==> src/hbla_pkg.sv <==
// package: constants and carriers for the heater break/loop alarm block
package hbla_pkg;
  // current values in tenths of an ampere
  localparam int          CUR_W       = 10;
  localparam logic [9:0]  CUR_MAX     = 10'h01F4;  // 50.0 A display and setting top
  localparam logic [9:0]  CUR_OVR     = 10'h0226;  // 55.0 A over-range limit
  localparam logic [9:0]  HYST        = 10'h0002;  // 0.2 A fixed hysteresis
  localparam logic [9:0]  THR_OFF     = 10'h0000;  // threshold code meaning OFF
  localparam logic [9:0]  THR_RESET   = 10'h0000;  // thresholds start at OFF
  // control output kinds
  localparam logic [1:0]  OUT_CONTACT = 2'h0;
  localparam logic [1:0]  OUT_SSR     = 2'h1;
  localparam logic [1:0]  OUT_CURRENT = 2'h2;
  localparam logic [1:0]  OUT_VOLTAGE = 2'h3;
  // event output function codes
  localparam int          FN_W        = 5;
  localparam logic [4:0]  FN_BREAK    = 5'h1A;
  localparam logic [4:0]  FN_LOOP     = 5'h1B;
  localparam int          N_EVT       = 8;

  typedef enum logic [1:0] {
    HBLA_CHK_IDLE  = 2'b00,
    HBLA_CHK_WATCH = 2'b01
  } hbla_chk_e;

  // measurement front end sample
  typedef struct packed {
    logic             valid;   // a new sample stands on value
    logic             nodet;   // current cannot be detected
    logic [CUR_W-1:0] value;
  } hbla_meas_s;

  // monitor view of the measured current
  typedef struct packed {
    logic             over_range;
    logic             no_meas;
    logic [CUR_W-1:0] value;
  } hbla_mon_s;
endpackage : hbla_pkg

==> src/hbla_cmp.sv <==
// threshold comparator with fixed hysteresis and real/lock hold
`timescale 1ns/1ps
module hbla_cmp #(
  parameter bit LOW_SIDE = 1'b1
) (
  input  wire logic                     clk,
  input  wire logic                     rst,
  input  wire logic                     sample,
  input  wire logic                     enable,
  input  wire logic                     hold_mode,
  input  wire logic [hbla_pkg::CUR_W-1:0] thr,
  input  wire logic [hbla_pkg::CUR_W-1:0] cur,
  output logic                          alarm
);
  typedef struct packed {
    logic alarm;
  } hbla_cmp_s;

  hbla_cmp_s st;
  hbla_cmp_s next_st;
  logic      trip;
  logic      clear;
  logic [hbla_pkg::CUR_W:0] thr_up;

  // trip and release points, hysteresis above the threshold on low-side release, below it on high-side release
  // fixed hysteresis
  always_comb begin
    thr_up = {1'b0, thr} + {1'b0, hbla_pkg::HYST};
    if (LOW_SIDE) begin
      trip  = cur < thr;
      clear = {1'b0, cur} >= thr_up;
    end else begin
      trip  = cur > thr;
      clear = {1'b0, cur} + {1'b0, hbla_pkg::HYST} <= {1'b0, thr};
    end
  end

  // alarm state: off threshold clears even a held alarm
  // real release
  always_comb begin
    next_st = st;
    if (thr == hbla_pkg::THR_OFF) begin
      next_st.alarm = 1'b0;
    end else if (sample && enable && trip) begin
      next_st.alarm = 1'b1;
    end else if (sample && clear && !hold_mode) begin
      next_st.alarm = 1'b0;
    end
  end

  always_ff @(posedge clk) begin
    if (rst) begin
      st <= '0;
    end else begin
      st <= next_st;
    end
  end

  assign alarm = st.alarm;
endmodule : hbla_cmp

==> src/hbla_top.sv <==
// heater break and heater loop alarm logic
// Behaviour
// - alarms work only if supervised output is contact or SSR drive type
// - fixed 0.2 A hysteresis between alarm assert and release
// - break when no current during control, loop when current with output off
// - measured current monitored from 0.0 to 50.0 A in 0.1 A steps
// - over-range indication when current exceeds 55.0 A
// - no-measurement indication when current cannot be detected
// - break alarm when current below break threshold
// - break threshold OFF or 0.1..50.0 A, OFF at start disables it
// - loop alarm when current above loop threshold, OFF or 0.1..50.0 A
// - break alarm reaches an event output only if assigned break function
// - loop alarm reaches an event output only if assigned loop function
// - real mode, the default, releases alarm when current returns normal
// - lock mode holds alarm until threshold set OFF or power off
// - supervised output one or two, default one, two needs both usable
`timescale 1ns/1ps
module hbla_top #(
  parameter int N_EVT = hbla_pkg::N_EVT
) (
  input  wire logic                                  CLK,
  input  wire logic                                  RST,
  input  wire hbla_pkg::hbla_meas_s                  MEAS,
  input  wire logic                                  CONTROL_OUTPUT_ONE,
  input  wire logic                                  CONTROL_OUTPUT_TWO,
  input  wire logic [1:0]                            OUT_ONE_KIND,
  input  wire logic [1:0]                            OUT_TWO_KIND,
  input  wire logic                                  TWO_OUTPUT_CFG,
  input  wire logic [hbla_pkg::CUR_W-1:0]            BREAK_THRESHOLD,
  input  wire logic [hbla_pkg::CUR_W-1:0]            LOOP_THRESHOLD,
  input  wire logic                                  ALARM_HOLD_MODE,
  input  wire logic                                  BREAK_DETECT_OUTPUT_SELECT,
  input  wire logic [N_EVT*hbla_pkg::FN_W-1:0]       EVT_FUNCTION,
  output hbla_pkg::hbla_mon_s                        MONITOR,
  output logic                                       HEATER_BREAK_ALARM,
  output logic                                       HEATER_LOOP_ALARM,
  output logic [N_EVT-1:0]                           EVT_OUT
);
  // elaboration checks: refuse sizes that the routing and compare logic cannot serve
  if (N_EVT < 1 || N_EVT > 32) begin : g_bad_evt
    $error("N_EVT must be 1 to 32");
  end
  // current words must hold the over-range limit
  if (hbla_pkg::CUR_W < 10) begin : g_bad_cur
    $error("CUR_W too narrow for the over-range limit");
  end
  // function code field must hold the break and loop codes
  if (hbla_pkg::FN_W < 5) begin : g_bad_fn
    $error("FN_W too narrow for the alarm function codes");
  end

  typedef struct packed {
    hbla_pkg::hbla_meas_s      meas;      // registered sample
    logic                      ctl;       // supervised output level, registered
    logic                      usable;    // supervised output is contact/ssr
    logic                      sample;    // sample pulse into comparators
    hbla_pkg::hbla_mon_s       mon;
    logic                      heater_break_alarm;
    logic                      heater_loop_alarm;
    logic [N_EVT-1:0]          evt;
  } hbla_st_s;

  hbla_st_s st;
  hbla_st_s next_st;
  logic     brk_raw;
  logic     loop_raw;
  logic     sel_two;
  logic     kind_ok_one;
  logic     kind_ok_two;
  logic [hbla_pkg::CUR_W-1:0] brk_thr;
  logic [hbla_pkg::CUR_W-1:0] loop_thr;
  logic [hbla_pkg::CUR_W-1:0] cur_sat;
  logic     brk_en;
  logic     loop_en;
  logic     cur_over;
  logic     cur_high;
  logic [N_EVT-1:0] evt_brk;
  logic [N_EVT-1:0] evt_loop;

  // only contact and solid-state drive outputs switch the heater current cleanly
  // usable output kinds
  function automatic logic kind_usable(input logic [1:0] kind);
    return (kind == hbla_pkg::OUT_CONTACT) || (kind == hbla_pkg::OUT_SSR);
  endfunction : kind_usable

  // output kind checks and supervised output choice
  always_comb begin
    kind_ok_one = kind_usable(OUT_ONE_KIND);
    kind_ok_two = kind_usable(OUT_TWO_KIND);
    sel_two = BREAK_DETECT_OUTPUT_SELECT && TWO_OUTPUT_CFG && kind_ok_one && kind_ok_two;
  end

  // thresholds above range clamp to the top setting
  always_comb begin
    brk_thr  = (BREAK_THRESHOLD > hbla_pkg::CUR_MAX) ? hbla_pkg::CUR_MAX : BREAK_THRESHOLD;
    loop_thr = (LOOP_THRESHOLD > hbla_pkg::CUR_MAX) ? hbla_pkg::CUR_MAX : LOOP_THRESHOLD;
    cur_sat  = st.meas.nodet ? hbla_pkg::THR_OFF : st.meas.value;
  end

  // range flags of the held sample for the monitor view
  always_comb begin
    cur_over = !st.meas.nodet && (st.meas.value > hbla_pkg::CUR_OVR);
    cur_high = st.meas.value > hbla_pkg::CUR_MAX;
  end

  // comparator enables from the registered supervised output level
  always_comb begin
    brk_en  = st.usable && st.ctl;
    loop_en = st.usable && !st.ctl && !st.meas.nodet;
  end

  // per event output: match its function code against break and loop
  for (genvar i = 0; i < N_EVT; i++) begin : g_evt
    logic [hbla_pkg::FN_W-1:0] code;
    assign code = EVT_FUNCTION[i*hbla_pkg::FN_W +: hbla_pkg::FN_W];
    assign evt_brk[i]  = (code == hbla_pkg::FN_BREAK);
    assign evt_loop[i] = (code == hbla_pkg::FN_LOOP);
  end

  hbla_cmp #(
    .LOW_SIDE (1'b1)
  ) u_break (
    .clk       (CLK),
    .rst       (RST),
    .sample    (st.sample),
    .enable    (brk_en),
    .hold_mode (ALARM_HOLD_MODE),
    .thr       (brk_thr),
    .cur       (cur_sat),
    .alarm     (brk_raw)
  );

  hbla_cmp #(
    .LOW_SIDE (1'b0)
  ) u_loop (
    .clk       (CLK),
    .rst       (RST),
    .sample    (st.sample),
    .enable    (loop_en),
    .hold_mode (ALARM_HOLD_MODE),
    .thr       (loop_thr),
    .cur       (cur_sat),
    .alarm     (loop_raw)
  );

  // next state: sample capture, monitor, alarm routing
  always_comb begin
    next_st        = st;
    next_st.sample = MEAS.valid;
    if (MEAS.valid) begin
      next_st.meas = MEAS;
    end
    next_st.ctl    = sel_two ? CONTROL_OUTPUT_TWO : CONTROL_OUTPUT_ONE;
    next_st.usable = sel_two ? kind_ok_two : kind_ok_one;
    next_st.mon.no_meas    = st.meas.nodet;
    next_st.mon.over_range = cur_over;
    next_st.mon.value = (st.meas.nodet || cur_over) ? '0 :
                        cur_high ? hbla_pkg::CUR_MAX : st.meas.value;
    next_st.heater_break_alarm = brk_raw && st.usable;
    next_st.heater_loop_alarm = loop_raw && st.usable;
    next_st.evt = (evt_brk & {N_EVT{next_st.heater_break_alarm}}) | (evt_loop & {N_EVT{next_st.heater_loop_alarm}});
  end

  always_ff @(posedge CLK) begin
    if (RST) begin
      st <= '0;
    end else begin
      st <= next_st;
    end
  end

  assign MONITOR            = st.mon;
  assign HEATER_BREAK_ALARM = st.heater_break_alarm;
  assign HEATER_LOOP_ALARM  = st.heater_loop_alarm;
  assign EVT_OUT            = st.evt;
endmodule : hbla_top

==> config.mk <==
export PLATFORM = sky130hd
export DESIGN_NAME = hbla_top
export DESIGN_NICKNAME = d
export VERILOG_FILES = /design/src/hbla_pkg.sv /design/src/hbla_cmp.sv /design/src/hbla_top.sv
export SDC_FILE = /design/constraint.sdc
export NUM_CORES = 1
export LEC_CHECK = 0
export ABC_AREA = 1
export BUFFER_PORTS_ARGS = -buffer_cell sky130_fd_sc_hd__buf_2
export CAP_MARGIN = 5
export CORE_MARGIN = 3
export CORE_UTILIZATION = 50
export CTS_CLUSTER_DIAMETER = 50
export DETAILED_ROUTE_END_ITERATION = 10
export GPL_TIMING_DRIVEN = 0
export PLACE_DENSITY = 0.89
export SLEW_MARGIN = 10
export SYNTH_ARGS = -nofsm -noshare
export SYNTH_HDL_FRONTEND = slang
export SYNTH_SLANG_ARGS = --single-unit
==> constraint.sdc <==
create_clock -name CLK -period 3.1 [get_ports CLK]
set_input_delay 0.62 -clock CLK [delete_from_list [all_inputs] [get_ports CLK]]
set_output_delay 0.62 -clock CLK [all_outputs]
set_load 0.02 [all_outputs]
Word-level counts from Yosys, hierarchy flattened
Cells that the tools add are included.
{ "word_totals": {"word_cells": 88, "latch_bits": 0, "reg_bits": 38, "ramBits": 0, "out_inout_bits": 22, "mem_bits_ro": 0, "mem_count": 0, "input_bits": 83} }
{ "op_classes": {"reduce_logical": 33, "mul": 0, "shifts": 0, "order_cmp": 8, "n_eq_ne": 18, "mux": 10, "div": 0, "add_sub_neg": 2, "bitwise": 3} }
{ "op_table": {"columns": ["op", "count"], "rows": [
  ["equality test 5 bit, second input constant", 16],
  ["greater-than comparator 10 x 9 -> 1 bit, second input constant", 3],
  ["two-way mux 10 bit", 3],
  ["adder 10 x 2 -> 11 bit, second input constant", 2],
  ["zero test 10 bit", 2],
  ["logical AND 1 bit", 17],
  ["AND 8 bit", 2],
  ["greater-or-equal comparator 10 x 11 -> 1 bit", 1],
  ["less-or-equal comparator 11 x 10 -> 1 bit", 1],
  ["greater-than comparator 10 bit", 1],
  ["greater-than comparator 10 bit, second input constant", 1],
  ["less-than comparator 10 bit", 1],
  ["two-way mux 9 bit", 1],
  ["bitwise OR 8 bit", 1],
  ["two-way mux 1 bit", 6],
  ["OR reduction 2 bit", 3],
  ["equality test 2 x 1 -> 1 bit, second input constant", 2],
  ["zero test 2 bit", 2],
  ["nonzero test 2 bit", 2],
  ["zero test 1 bit", 3],
  ["logical OR 1 bit", 3],
  ["OR reduction 3 bit", 1]
]} }

Longest topological paths before layout
Gate-level depths: netlist of run 1.
{ "logic_depth": {"depth_word": 8, "mapped_depth": 19, "depth_no_buf": 19} }

By module
Synthesis of run 1 repeated with hierarchy kept, for this count alone.
{ "hier_totals": {"cells_unflattened": 467, "hier_area_um2": 3180.6} }
{ "by_module_without_submodules": {"columns": ["mod", "seq_area_each_um2", "n_inst", "area_each_um2", "cells_each"], "rows": [
  ["hbla_top", 720.7, 1, 1741.7, 244],
  ["hbla_cmp (u_loop)", 20.0, 1, 728.2, 118],
  ["hbla_cmp (u_break)", 20.0, 1, 710.7, 105]
]} }

Worst setup path before layout of run 1
OpenSTA, ideal clock, no wires.
{ "synth_timing": {"kind": "input to register", "from": "input BREAK_THRESHOLD[0] in the netlist's numbering", "to": "register u_break.st, in the netlist u_break.alarm", "n_path_buf": 0, "required_ns": 2.976, "arrival_time_ns": 2.463, "setup_ns": 0.124, "setup_slack_ns": 0.514, "path_stages": 18, "path_cell_list": "inv_1 -> nand3_1 -> nand3_2 -> nand2_4 -> nor2_1 -> ha_1 -> inv_1 -> nor3_4 -> nand2_1 -> xor2_1 -> ha_1 -> nand2_1 -> nor2_1 -> nand4_1 -> nand4_1 -> nand3_1 -> nand2_1 -> a21oi_1"} }
{ "synth_between": {"elab_chain_cells": 7, "word_cells_on_any_way": 12, "classes_between": "add/sub (1); order compare (3); mux (2); reduce/logical (6)"} }
{ "synth_rtl": {"columns": ["item", "line", "rtl"], "rows": [
  ["start: declaration", "hbla_top.sv:29", "input wire logic [hbla_pkg::CUR_W-1:0] BREAK_THRESHOLD,"],
  ["greater-than comparator 10 x 9 -> 1 bit", "hbla_top.sv:95", "brk_thr = (BREAK_THRESHOLD > hbla_pkg::CUR_MAX) ? hbla_pkg::CUR_MAX : BREAK_THRESHOLD;"],
  ["two-way mux 10 bit (*)", "hbla_top.sv:95", null],
  ["adder 10 x 2 -> 11 bit", "hbla_cmp.sv:28", "thr_up = {1'b0, thr} + {1'b0, hbla_pkg::HYST};"],
  ["greater-or-equal comparator 10 x 11 -> 1 bit", "hbla_cmp.sv:31", "clear = {1'b0, cur} >= thr_up;"],
  ["logical AND 1 bit (2 in a row)", "hbla_cmp.sv:46", "end else if (sample && clear && !hold_mode) begin"],
  ["nonzero test 2 bit (no line)", null, null],
  ["end signal: assignment", "hbla_cmp.sv:55", "st <= next_st;"],
  ["end: declaration", "hbla_cmp.sv:19", "hbla_cmp_s st;"]
]} }
Every way passes the cells marked *; elsewhere a longest branch is shown, timed or not.
A chain may end at the register's enable or synchronous reset.

Worst setup path in the final report of run 1
{ "layout_timing": {"from": "register st (netlist bit next_st[20])", "to": "register u_loop.st, in the netlist u_loop.alarm"} }
{ "layout_between": {"elab_chain_cells": 6, "word_cells_on_any_way": 12, "classes_between": "add/sub (1); order compare (2); mux (2); reduce/logical (7)"} }
{ "layout_rtl": {"columns": ["item", "line", "rtl"], "rows": [
  ["start: declaration", "hbla_top.sv:63", "hbla_st_s st;"],
  ["start signal: assignment", "hbla_top.sv:168", "st <= next_st;"],
  ["two-way mux 10 bit", "hbla_top.sv:97", "cur_sat = st.meas.nodet ? hbla_pkg::THR_OFF : st.meas.value;"],
  ["adder 10 x 2 -> 11 bit", "hbla_cmp.sv:34", "clear = {1'b0, cur} + {1'b0, hbla_pkg::HYST} <= {1'b0, thr};"],
  ["less-or-equal comparator 11 x 10 -> 1 bit", "hbla_cmp.sv:34", null],
  ["logical AND 1 bit (2 in a row)", "hbla_cmp.sv:46", null],
  ["nonzero test 2 bit (no line)", null, null],
  ["end signal: assignment", "hbla_cmp.sv:55", null],
  ["end: declaration", "hbla_cmp.sv:19", null]
]} }
Parallel ways exist; a longest one is shown, timed or not.

==> metrics.md, run 1 <==
| Metric | Value |
|---|---|
| Outcome | complete, no violations |
| Worst setup margin | 0.366 ns |
| Routed Antenna Nets | 0 |
| Post-synthesis sequential area ratio | 25.7% |
| WP buf/inv | 2 |
| Initial DRC count | approximately 230 |
| Root buf cell | clkbuf_8 |
| Clock sinks | 38 |
| Achievable clock frequency | 366 MHz |
| Clk buf depth | 2 |
| Avg Vias per Cell | between 5 and 6 |
| CP arrival | 2.93 ns |
| # hold bufs at CTS | 0 |
| Max-slew headroom | 65.1% |
| GRT Resource Usage Total | between 20% and 30% |
| Worst-path maximum fanout | 10 |
| Port Buffers | 102 |
| Critical path cell sequence | buf_2, nor2_1, ha_1, nand3_1, nor2_1, nand4_1, xor2_1, inv_1, ha_1, nand2_1, nor2_1, nand4_1, nand2_1, nand2_1, nand2_1, a21oi_2 |
| Layout area overhead | 24.5% |
| Synth Register Bits | 38 |
| Crit share post-route | 88.2% |
| Mapped Cells | 416 |
| Max incr delay on CP | 0.39 ns |
| First-pass GRT wire length | about 13 mm |
| Max IR drop VDD | 0.264 mV |
| Ratio of cells with drive above 1 in the final layout | 28.4% |
| Leakage | 0.00199 uW |
| Boundary Pins | 105 |
| Cts bufs inserted | 5 |
| Crit Path Class | reg2reg |
| Number of H-tree levels | 2 |
| Cell variety after synth | 37 |
| CP endpoint kind | flip-flop |
| Hold crit path type | reg2reg |
| RSZ-0062 raised after global routing | no |
| Area after DPL | 3570 sq um |
| Most frequent CP cell | nand2_1 |
| Total chip power | roughly 1300 uW |
| Initial Utilization | 52.7% |
| Clock Pin Slew Worst Setup and Hold Paths | 0.07 ns |
| Gpl congestion | 0.949 |
| CTS tree | yes |
| Post-route DRC | 0 |
| Initial antenna violation count | 0 |
| Fin area | 3680 sq um |
| Clock latency on the worst-skew pair | ~0.29 ns |
| Setup WS pre-CTS | 0.140 ns |
| Routed via count | 3132 |
| Delay-heaviest family, CP | simple AND/OR/NAND/NOR gates |
| Final setup vio count | 0 |
| Worst clock skew | 0.00315 ns |
| Final core utilization | 65.7% |
| Syn. warnings | 0 |
| Resized Gates After CTS | 0 |
| # Post-CTS Setup Buffers | 0 |
| Largest net degree at the start of global routing | 12 |
| Actual slew at the worst max-slew pin | around 0.52 ns |
| Setup TNS | 0 ns |
| NumNets Final | 651 |
| Crit path time final | 2.73 ns |
| Die Y | 82.9 microns |
| Pwr/cell area | 353 nW/um^2 |
| GRT overflow | 0 |
| Wire length per cell | 13.5 microns |
| Worst path slowest cell | nor2_1 |
| Max-cap violations | 0 |
| Core Area | 5610 sq um |
| Hold Fails Final Rpt | 0 |
| Post-DP HPWL | 6.59 mm |
| CP Launch Type | flip-flop |
| Ant diodes | 0 |
| # rows | 27 |
| Vias in the first global route | 3030 |
| Avg Inst Size Synth | slightly above 7 sq um |
| DR pass1 iterations | 5 |
| Die ar. | just under 7000 sq um |
| Final WL | 8.10 mm |
| Chip width | between 80 and 90 microns |
| Final Slew Violations | 0 |
| Netlist Area Pre-Place | 2960 sq um |
| Worst path required time | ~3.3 ns |
[layout make-up]
type | count | area (sq um)
buffer | 25 | 171
sequential | 38 | 761
clock buffer | 6 | 82.6
inverter | 52 | 199
fill | 496 | 1930
timing repair buffer | 102 | 510
clock inverter | 1 | 30.0
multi-input combinational | 304 | 1840
tap | 72 | 90.1
[cell families after synthesis]
kind of cell / after synthesis / share of synthesized area [%]
adders and majority gates: 40 / 16.9
xor gates and xnor gates: 10 / 2.96
AOI/OAI and AO/OA: 72 / 13.9
buffers and inverters: 77 / 12.5
and+or+nand+nor: 177 / 27.7
other: 2 / 0.254
DFF: 38 / 25.7
[state kept, by name, indices dropped and copies added, names as in the netlist]
signal,count
u_break.alarm,1
u_loop.alarm,1
EVT_OUT,8
next_st,1
HEATER_BREAK_ALARM,1
MONITOR,12
st,13
HEATER_LOOP_ALARM,1
[per-stage QoR]
stage	std cells	hold WS, ns
floorplan	419	0.432
global placement	593	0.447
detailed placement	593	0.457
CTS	600	0.469
global route	600	0.482
finish	600	0.469
[placed cells by master (no fill, tap or decap), drive strengths merged, types with 2 or more instances in the layout]
master / instances
nor4: 8
a21o: 2
inv: 50
nand3: 11
a21oi: 36
nor3: 7
conb: 5
buf: 124
clkbuf: 9
dfxtp: 38
xor2: 10
clkinv: 2
nand2: 80
o21ai: 24
ha: 40
nor2: 57
nand4: 12
o211ai: 4
[cells in the mapped netlist]
cell / instances / area [sq um]
nor4_1: 8 / 50.1
or2_1: 1 / 6.26
ha_1: 40 / 500
a21o_4: 1 / 15.0
nor2_1: 51 / 191
buf_4: 20 / 150
conb_1: 2 / 7.51
a41oi_2: 1 / 16.3
nand2_1: 78 / 293
o2111ai_1: 1 / 8.76
nand4_1: 12 / 75.1
inv_4: 1 / 6.26
a21oi_1: 35 / 175
clkinv_2: 1 / 5.00
a31oi_1: 1 / 6.26
nor3_1: 6 / 30.0
a21o_1: 1 / 7.51
nor2_4: 4 / 45.0
clkinv_1: 1 / 3.75
clkbuf_1: 3 / 11.3
inv_2: 2 / 7.51
nand3_2: 3 / 30.0
nand2_4: 2 / 22.5
a21oi_2: 1 / 8.76
nor3b_1: 1 / 7.51
nor3_4: 1 / 16.3
dfxtp_1: 38 / 761
nand3_1: 8 / 40.0
a211oi_1: 1 / 7.51
buf_2: 2 / 10.0
nor2_2: 2 / 12.5
o21ai_0: 24 / 120
xor2_1: 10 / 87.6
inv_1: 47 / 176
o22a_1: 1 / 8.76
o211ai_1: 4 / 30.0
o31ai_1: 1 / 7.51
[per-layer routing]
| layer | vias to the layer above | GRT usage [%] | wire length [microns] |
|---|---|---|---|
| met5 | - | 0 | 0 |
| met4 | 0 | 9.51 | 191 |
| met3 | 19 | 3.97 | 545 |
| met2 | 121 | 41.5 | 4120 |
| met1 | 1412 | 26.9 | 3240 |
| li1 | 1580 | - | - |
[worst min-delay path, delay by kind of cell, from the launching register on]
family / cells / cell delay (ns)
DFF: 1 / 0.31
and+or+nand+nor: 1 / 0.06
AOI/OAI and AO/OA: 1 / 0.05
[path summary, 6_finish.rpt]
check | startpoint | end | slack [ns] | depth (start not counted)
setup reg to reg | next_st[20] | u_loop.alarm | 0.37 | 16
hold / removal | u_break.alarm | u_break.alarm | 0.47 | 2
setup / recovery | next_st[20] | u_loop.alarm | 0.37 | 16
hold reg to reg | u_break.alarm | u_break.alarm | 0.47 | 2
[report_power, final]
group / leakage, uW / total (uW) / internal [uW] / switching (uW)
sequential: 0.000312 / 525 / 511 / 14.1
combinational: 0.00162 / 346 / 142 / 205
clock: 0.0000573 / 429 / 257 / 172
(Power assumes the default switching activity.)
==> run 2, diff against run 1 <==
==> constraint.sdc (replaced) <==
create_clock -name CLK -period 2.52 [get_ports CLK]
set_input_delay 0.504 -clock CLK [delete_from_list [all_inputs] [get_ports CLK]]
set_output_delay 0.504 -clock CLK [all_outputs]
set_load 0.02 [all_outputs]
==> run 2 against run 1 <==
Sequential cell count is the same. Highest routed layer unchanged. Sequential share of layout area is 0.93 points lower. Combinational power rose by 34%. Die area stayed put. Critical endpoint is now u_break.alarm.
==> metrics.md, run 2 (synthesis gave the netlist of run 1 again) <==
| Metric | Value |
|---|---|
| Outcome | complete, no violations |
| Setup WS pre-CTS | -0.324 ns (-0.464 ns) |
| GRT overflow | 0 (unchanged) |
| CP Launch Type | input pin |
| Non-filler cells in the finished layout | 604 (+0.67%) |
| Fillers | 470 (-5.2%) |
| Ratio of cells with drive above 1 in the final layout | 33.3% (+4.9 points) |
| Root buf cell | clkbuf_8 |
| Wire length per cell | 13.8 microns (+2.6%) |
| Boundary Pins | 105 (unchanged) |
| Cts bufs inserted | 5 (unchanged) |
| Die ar. | 6870 sq um (unchanged) |
| Vias in the first global route | 3063 (+1.1%) |
| Layout area overhead | 30.3% |
| Final setup vio count | 0 (unchanged) |
| CP arrival | 2.59 ns (-0.34 ns) |
| Max IR drop VDD | 0.321 mV (+22%) |
| Core Area | 5610 sq um (unchanged) |
| GRT Resource Usage Total | 23.3% (+0.21 points) |
| Worst clock skew | 0.00459 ns (+0.00145 ns) |
| Dpl cells | 593 (unchanged) |
| CP endpoint kind | flip-flop |
| Pwr/cell area | 424 nW/um^2 (+20%) |
| FF+latch area | 761 sq um (unchanged) |
| Crit path time final | 2.35 ns |
| Clock latency on the worst-skew pair | 0.29 ns (about the same) |
| Clock Pin Slew Worst Setup and Hold Paths | 0.07 ns (about the same) |
| Clk buf depth | 2 (unchanged) |
| Largest net degree at the start of global routing | 12 (unchanged) |
| Total chip power | 1640 uW (+26%) |
| Max-cap violations | 0 (unchanged) |
| DR pass1 iterations | 6 (+1) |
| Post-route DRC | 0 (unchanged) |
| Largest Register | st |
| Max reg flops | 13 (unchanged) |
| Achievable clock frequency | 425 MHz |
| Area of the multi-input gates | 1950 sq um (+5.9%) |
| Final WL | 8.36 mm (+3.3%) |
| Chip width | 82.9 microns (unchanged) |
| Port Buffers | 102 (unchanged) |
| Routed Antenna Nets | 0 (unchanged) |
| Worst path required time | 2.75 ns (-0.54 ns) |
| Avg Vias per Cell | 5.30 (+1.6%) |
| Die Y | 82.9 microns (unchanged) |
| Final Slew Violations | 0 (unchanged) |
| Initial Utilization | 52.7% (unchanged) |
| Commonest non-fill, non-tap cell in the layout | buf_2 |
| Crit share post-route | 93.3% |
| Post-DP HPWL | 6.59 mm (unchanged) |
| Number of H-tree levels | 2 (unchanged) |
| Ant diodes | 0 (unchanged) |
| # rows | 27 (unchanged) |
| Initial DRC count | 257 (+9.8%) |
| Worst setup margin | 0.168 ns (-0.198 ns) |
| Hold crit path type | in2reg |
| WHS | 0.360 ns (-0.109 ns) |
| RSZ-0062 raised after global routing | yes |
| NumNets Final | 655 (+0.61%) |
| Most frequent cells in the layout | buf_2 (99), nand2_1 (76), inv_1 (44), nor2_1 (40) |
| CTS tree | yes |
| Initial antenna violation count | 0 (unchanged) |
| Setup TNS | 0 ns (unchanged) |
| Clock sinks | 38 (unchanged) |
| Hold Fails Final Rpt | 0 (unchanged) |
| Gpl congestion | 0.949 (unchanged) |
| Routed via count | 3203 (+2.3%) |
| Crit Path Class | in2reg |
| R2R Setup Slk | 0.21 ns (-0.16 ns) |
| Leakage | 0.00203 uW (+1.8%) |
| First-pass GRT wire length | 13.4 mm (+0.77%) |
| Worst-path maximum fanout | 4 (-6) |
-- run 2: cell count changes in the layout (fill, tap and decap cells not counted), sizes merged --
cell and change:
clkinv -2, inv +2, buf +4
-- run 2: worst paths after layout --
check / cells past startpoint / to / from
setup / recovery: 17 / u_break.alarm / BREAK_THRESHOLD[1]
hold / removal: 2 / EVT_OUT[4] / EVT_FUNCTION[22]
setup reg to reg: 17 / u_loop.alarm / next_st[20]
hold reg to reg: 2 / u_break.alarm / u_break.alarm
-- run 2: report_power, final --
group / internal [uW] / switching (uW) / total, uW / leakage, uW
Clock: 317 / 210 / 527 / 0.0000573
Combinational: 193 / 270 / 463 / 0.00166
Sequential: 628 / 17.7 / 646 / 0.000312
-- run 2: critical path, stage by stage --
cell     delay, ns
buf_2         0.13
inv_4         0.07
nand3_4       0.07
nand3_2       0.08
nand2_4       0.08
buf_6         0.12
nor2_4        0.16
nand3_2       0.12
nor2_4        0.12
a31oi_1       0.09
ha_1          0.32
a21o_1        0.19
a21oi_1       0.15
nand4_1       0.11
nand3_1       0.10
nand2_1       0.07
a21oi_2       0.10
-- run 2: metrics by stage --
step | util (%) | instance area, sq um
finish | 68.7 | 3850
global route | 68.7 | 3850
CTS | 66.2 | 3710
detailed placement | 63.7 | 3570
global placement | 63.7 | 3570
floorplan | - | 2970
-- run 2: metal layers --
layer,GRT usage (%),part of all wire [%],wire [microns]
met5,0,0,0
met4,9.96,2.7,229
met2,42.0,52,4310
met1,26.9,39,3300
met3,3.97,6.2,521
-- run 2: final cells by class --
cell class	instances	area share (%)
multi-input combinational	304	50.5
inverter	52	5.26
sequential	38	19.7
clock buffer	6	2.14
timing repair buffer	106	14.7
tap	72	2.34
clock inverter	1	0.779
buffer	25	4.61
-- run 2: timing repair --
item	4_1_cts	5_1_grt
gates cloned	0	0
pin swaps	1	18
setup endpoints to repair	2	2
resized for setup	5	42
hold buffers	0	0
setup buffers	2	2
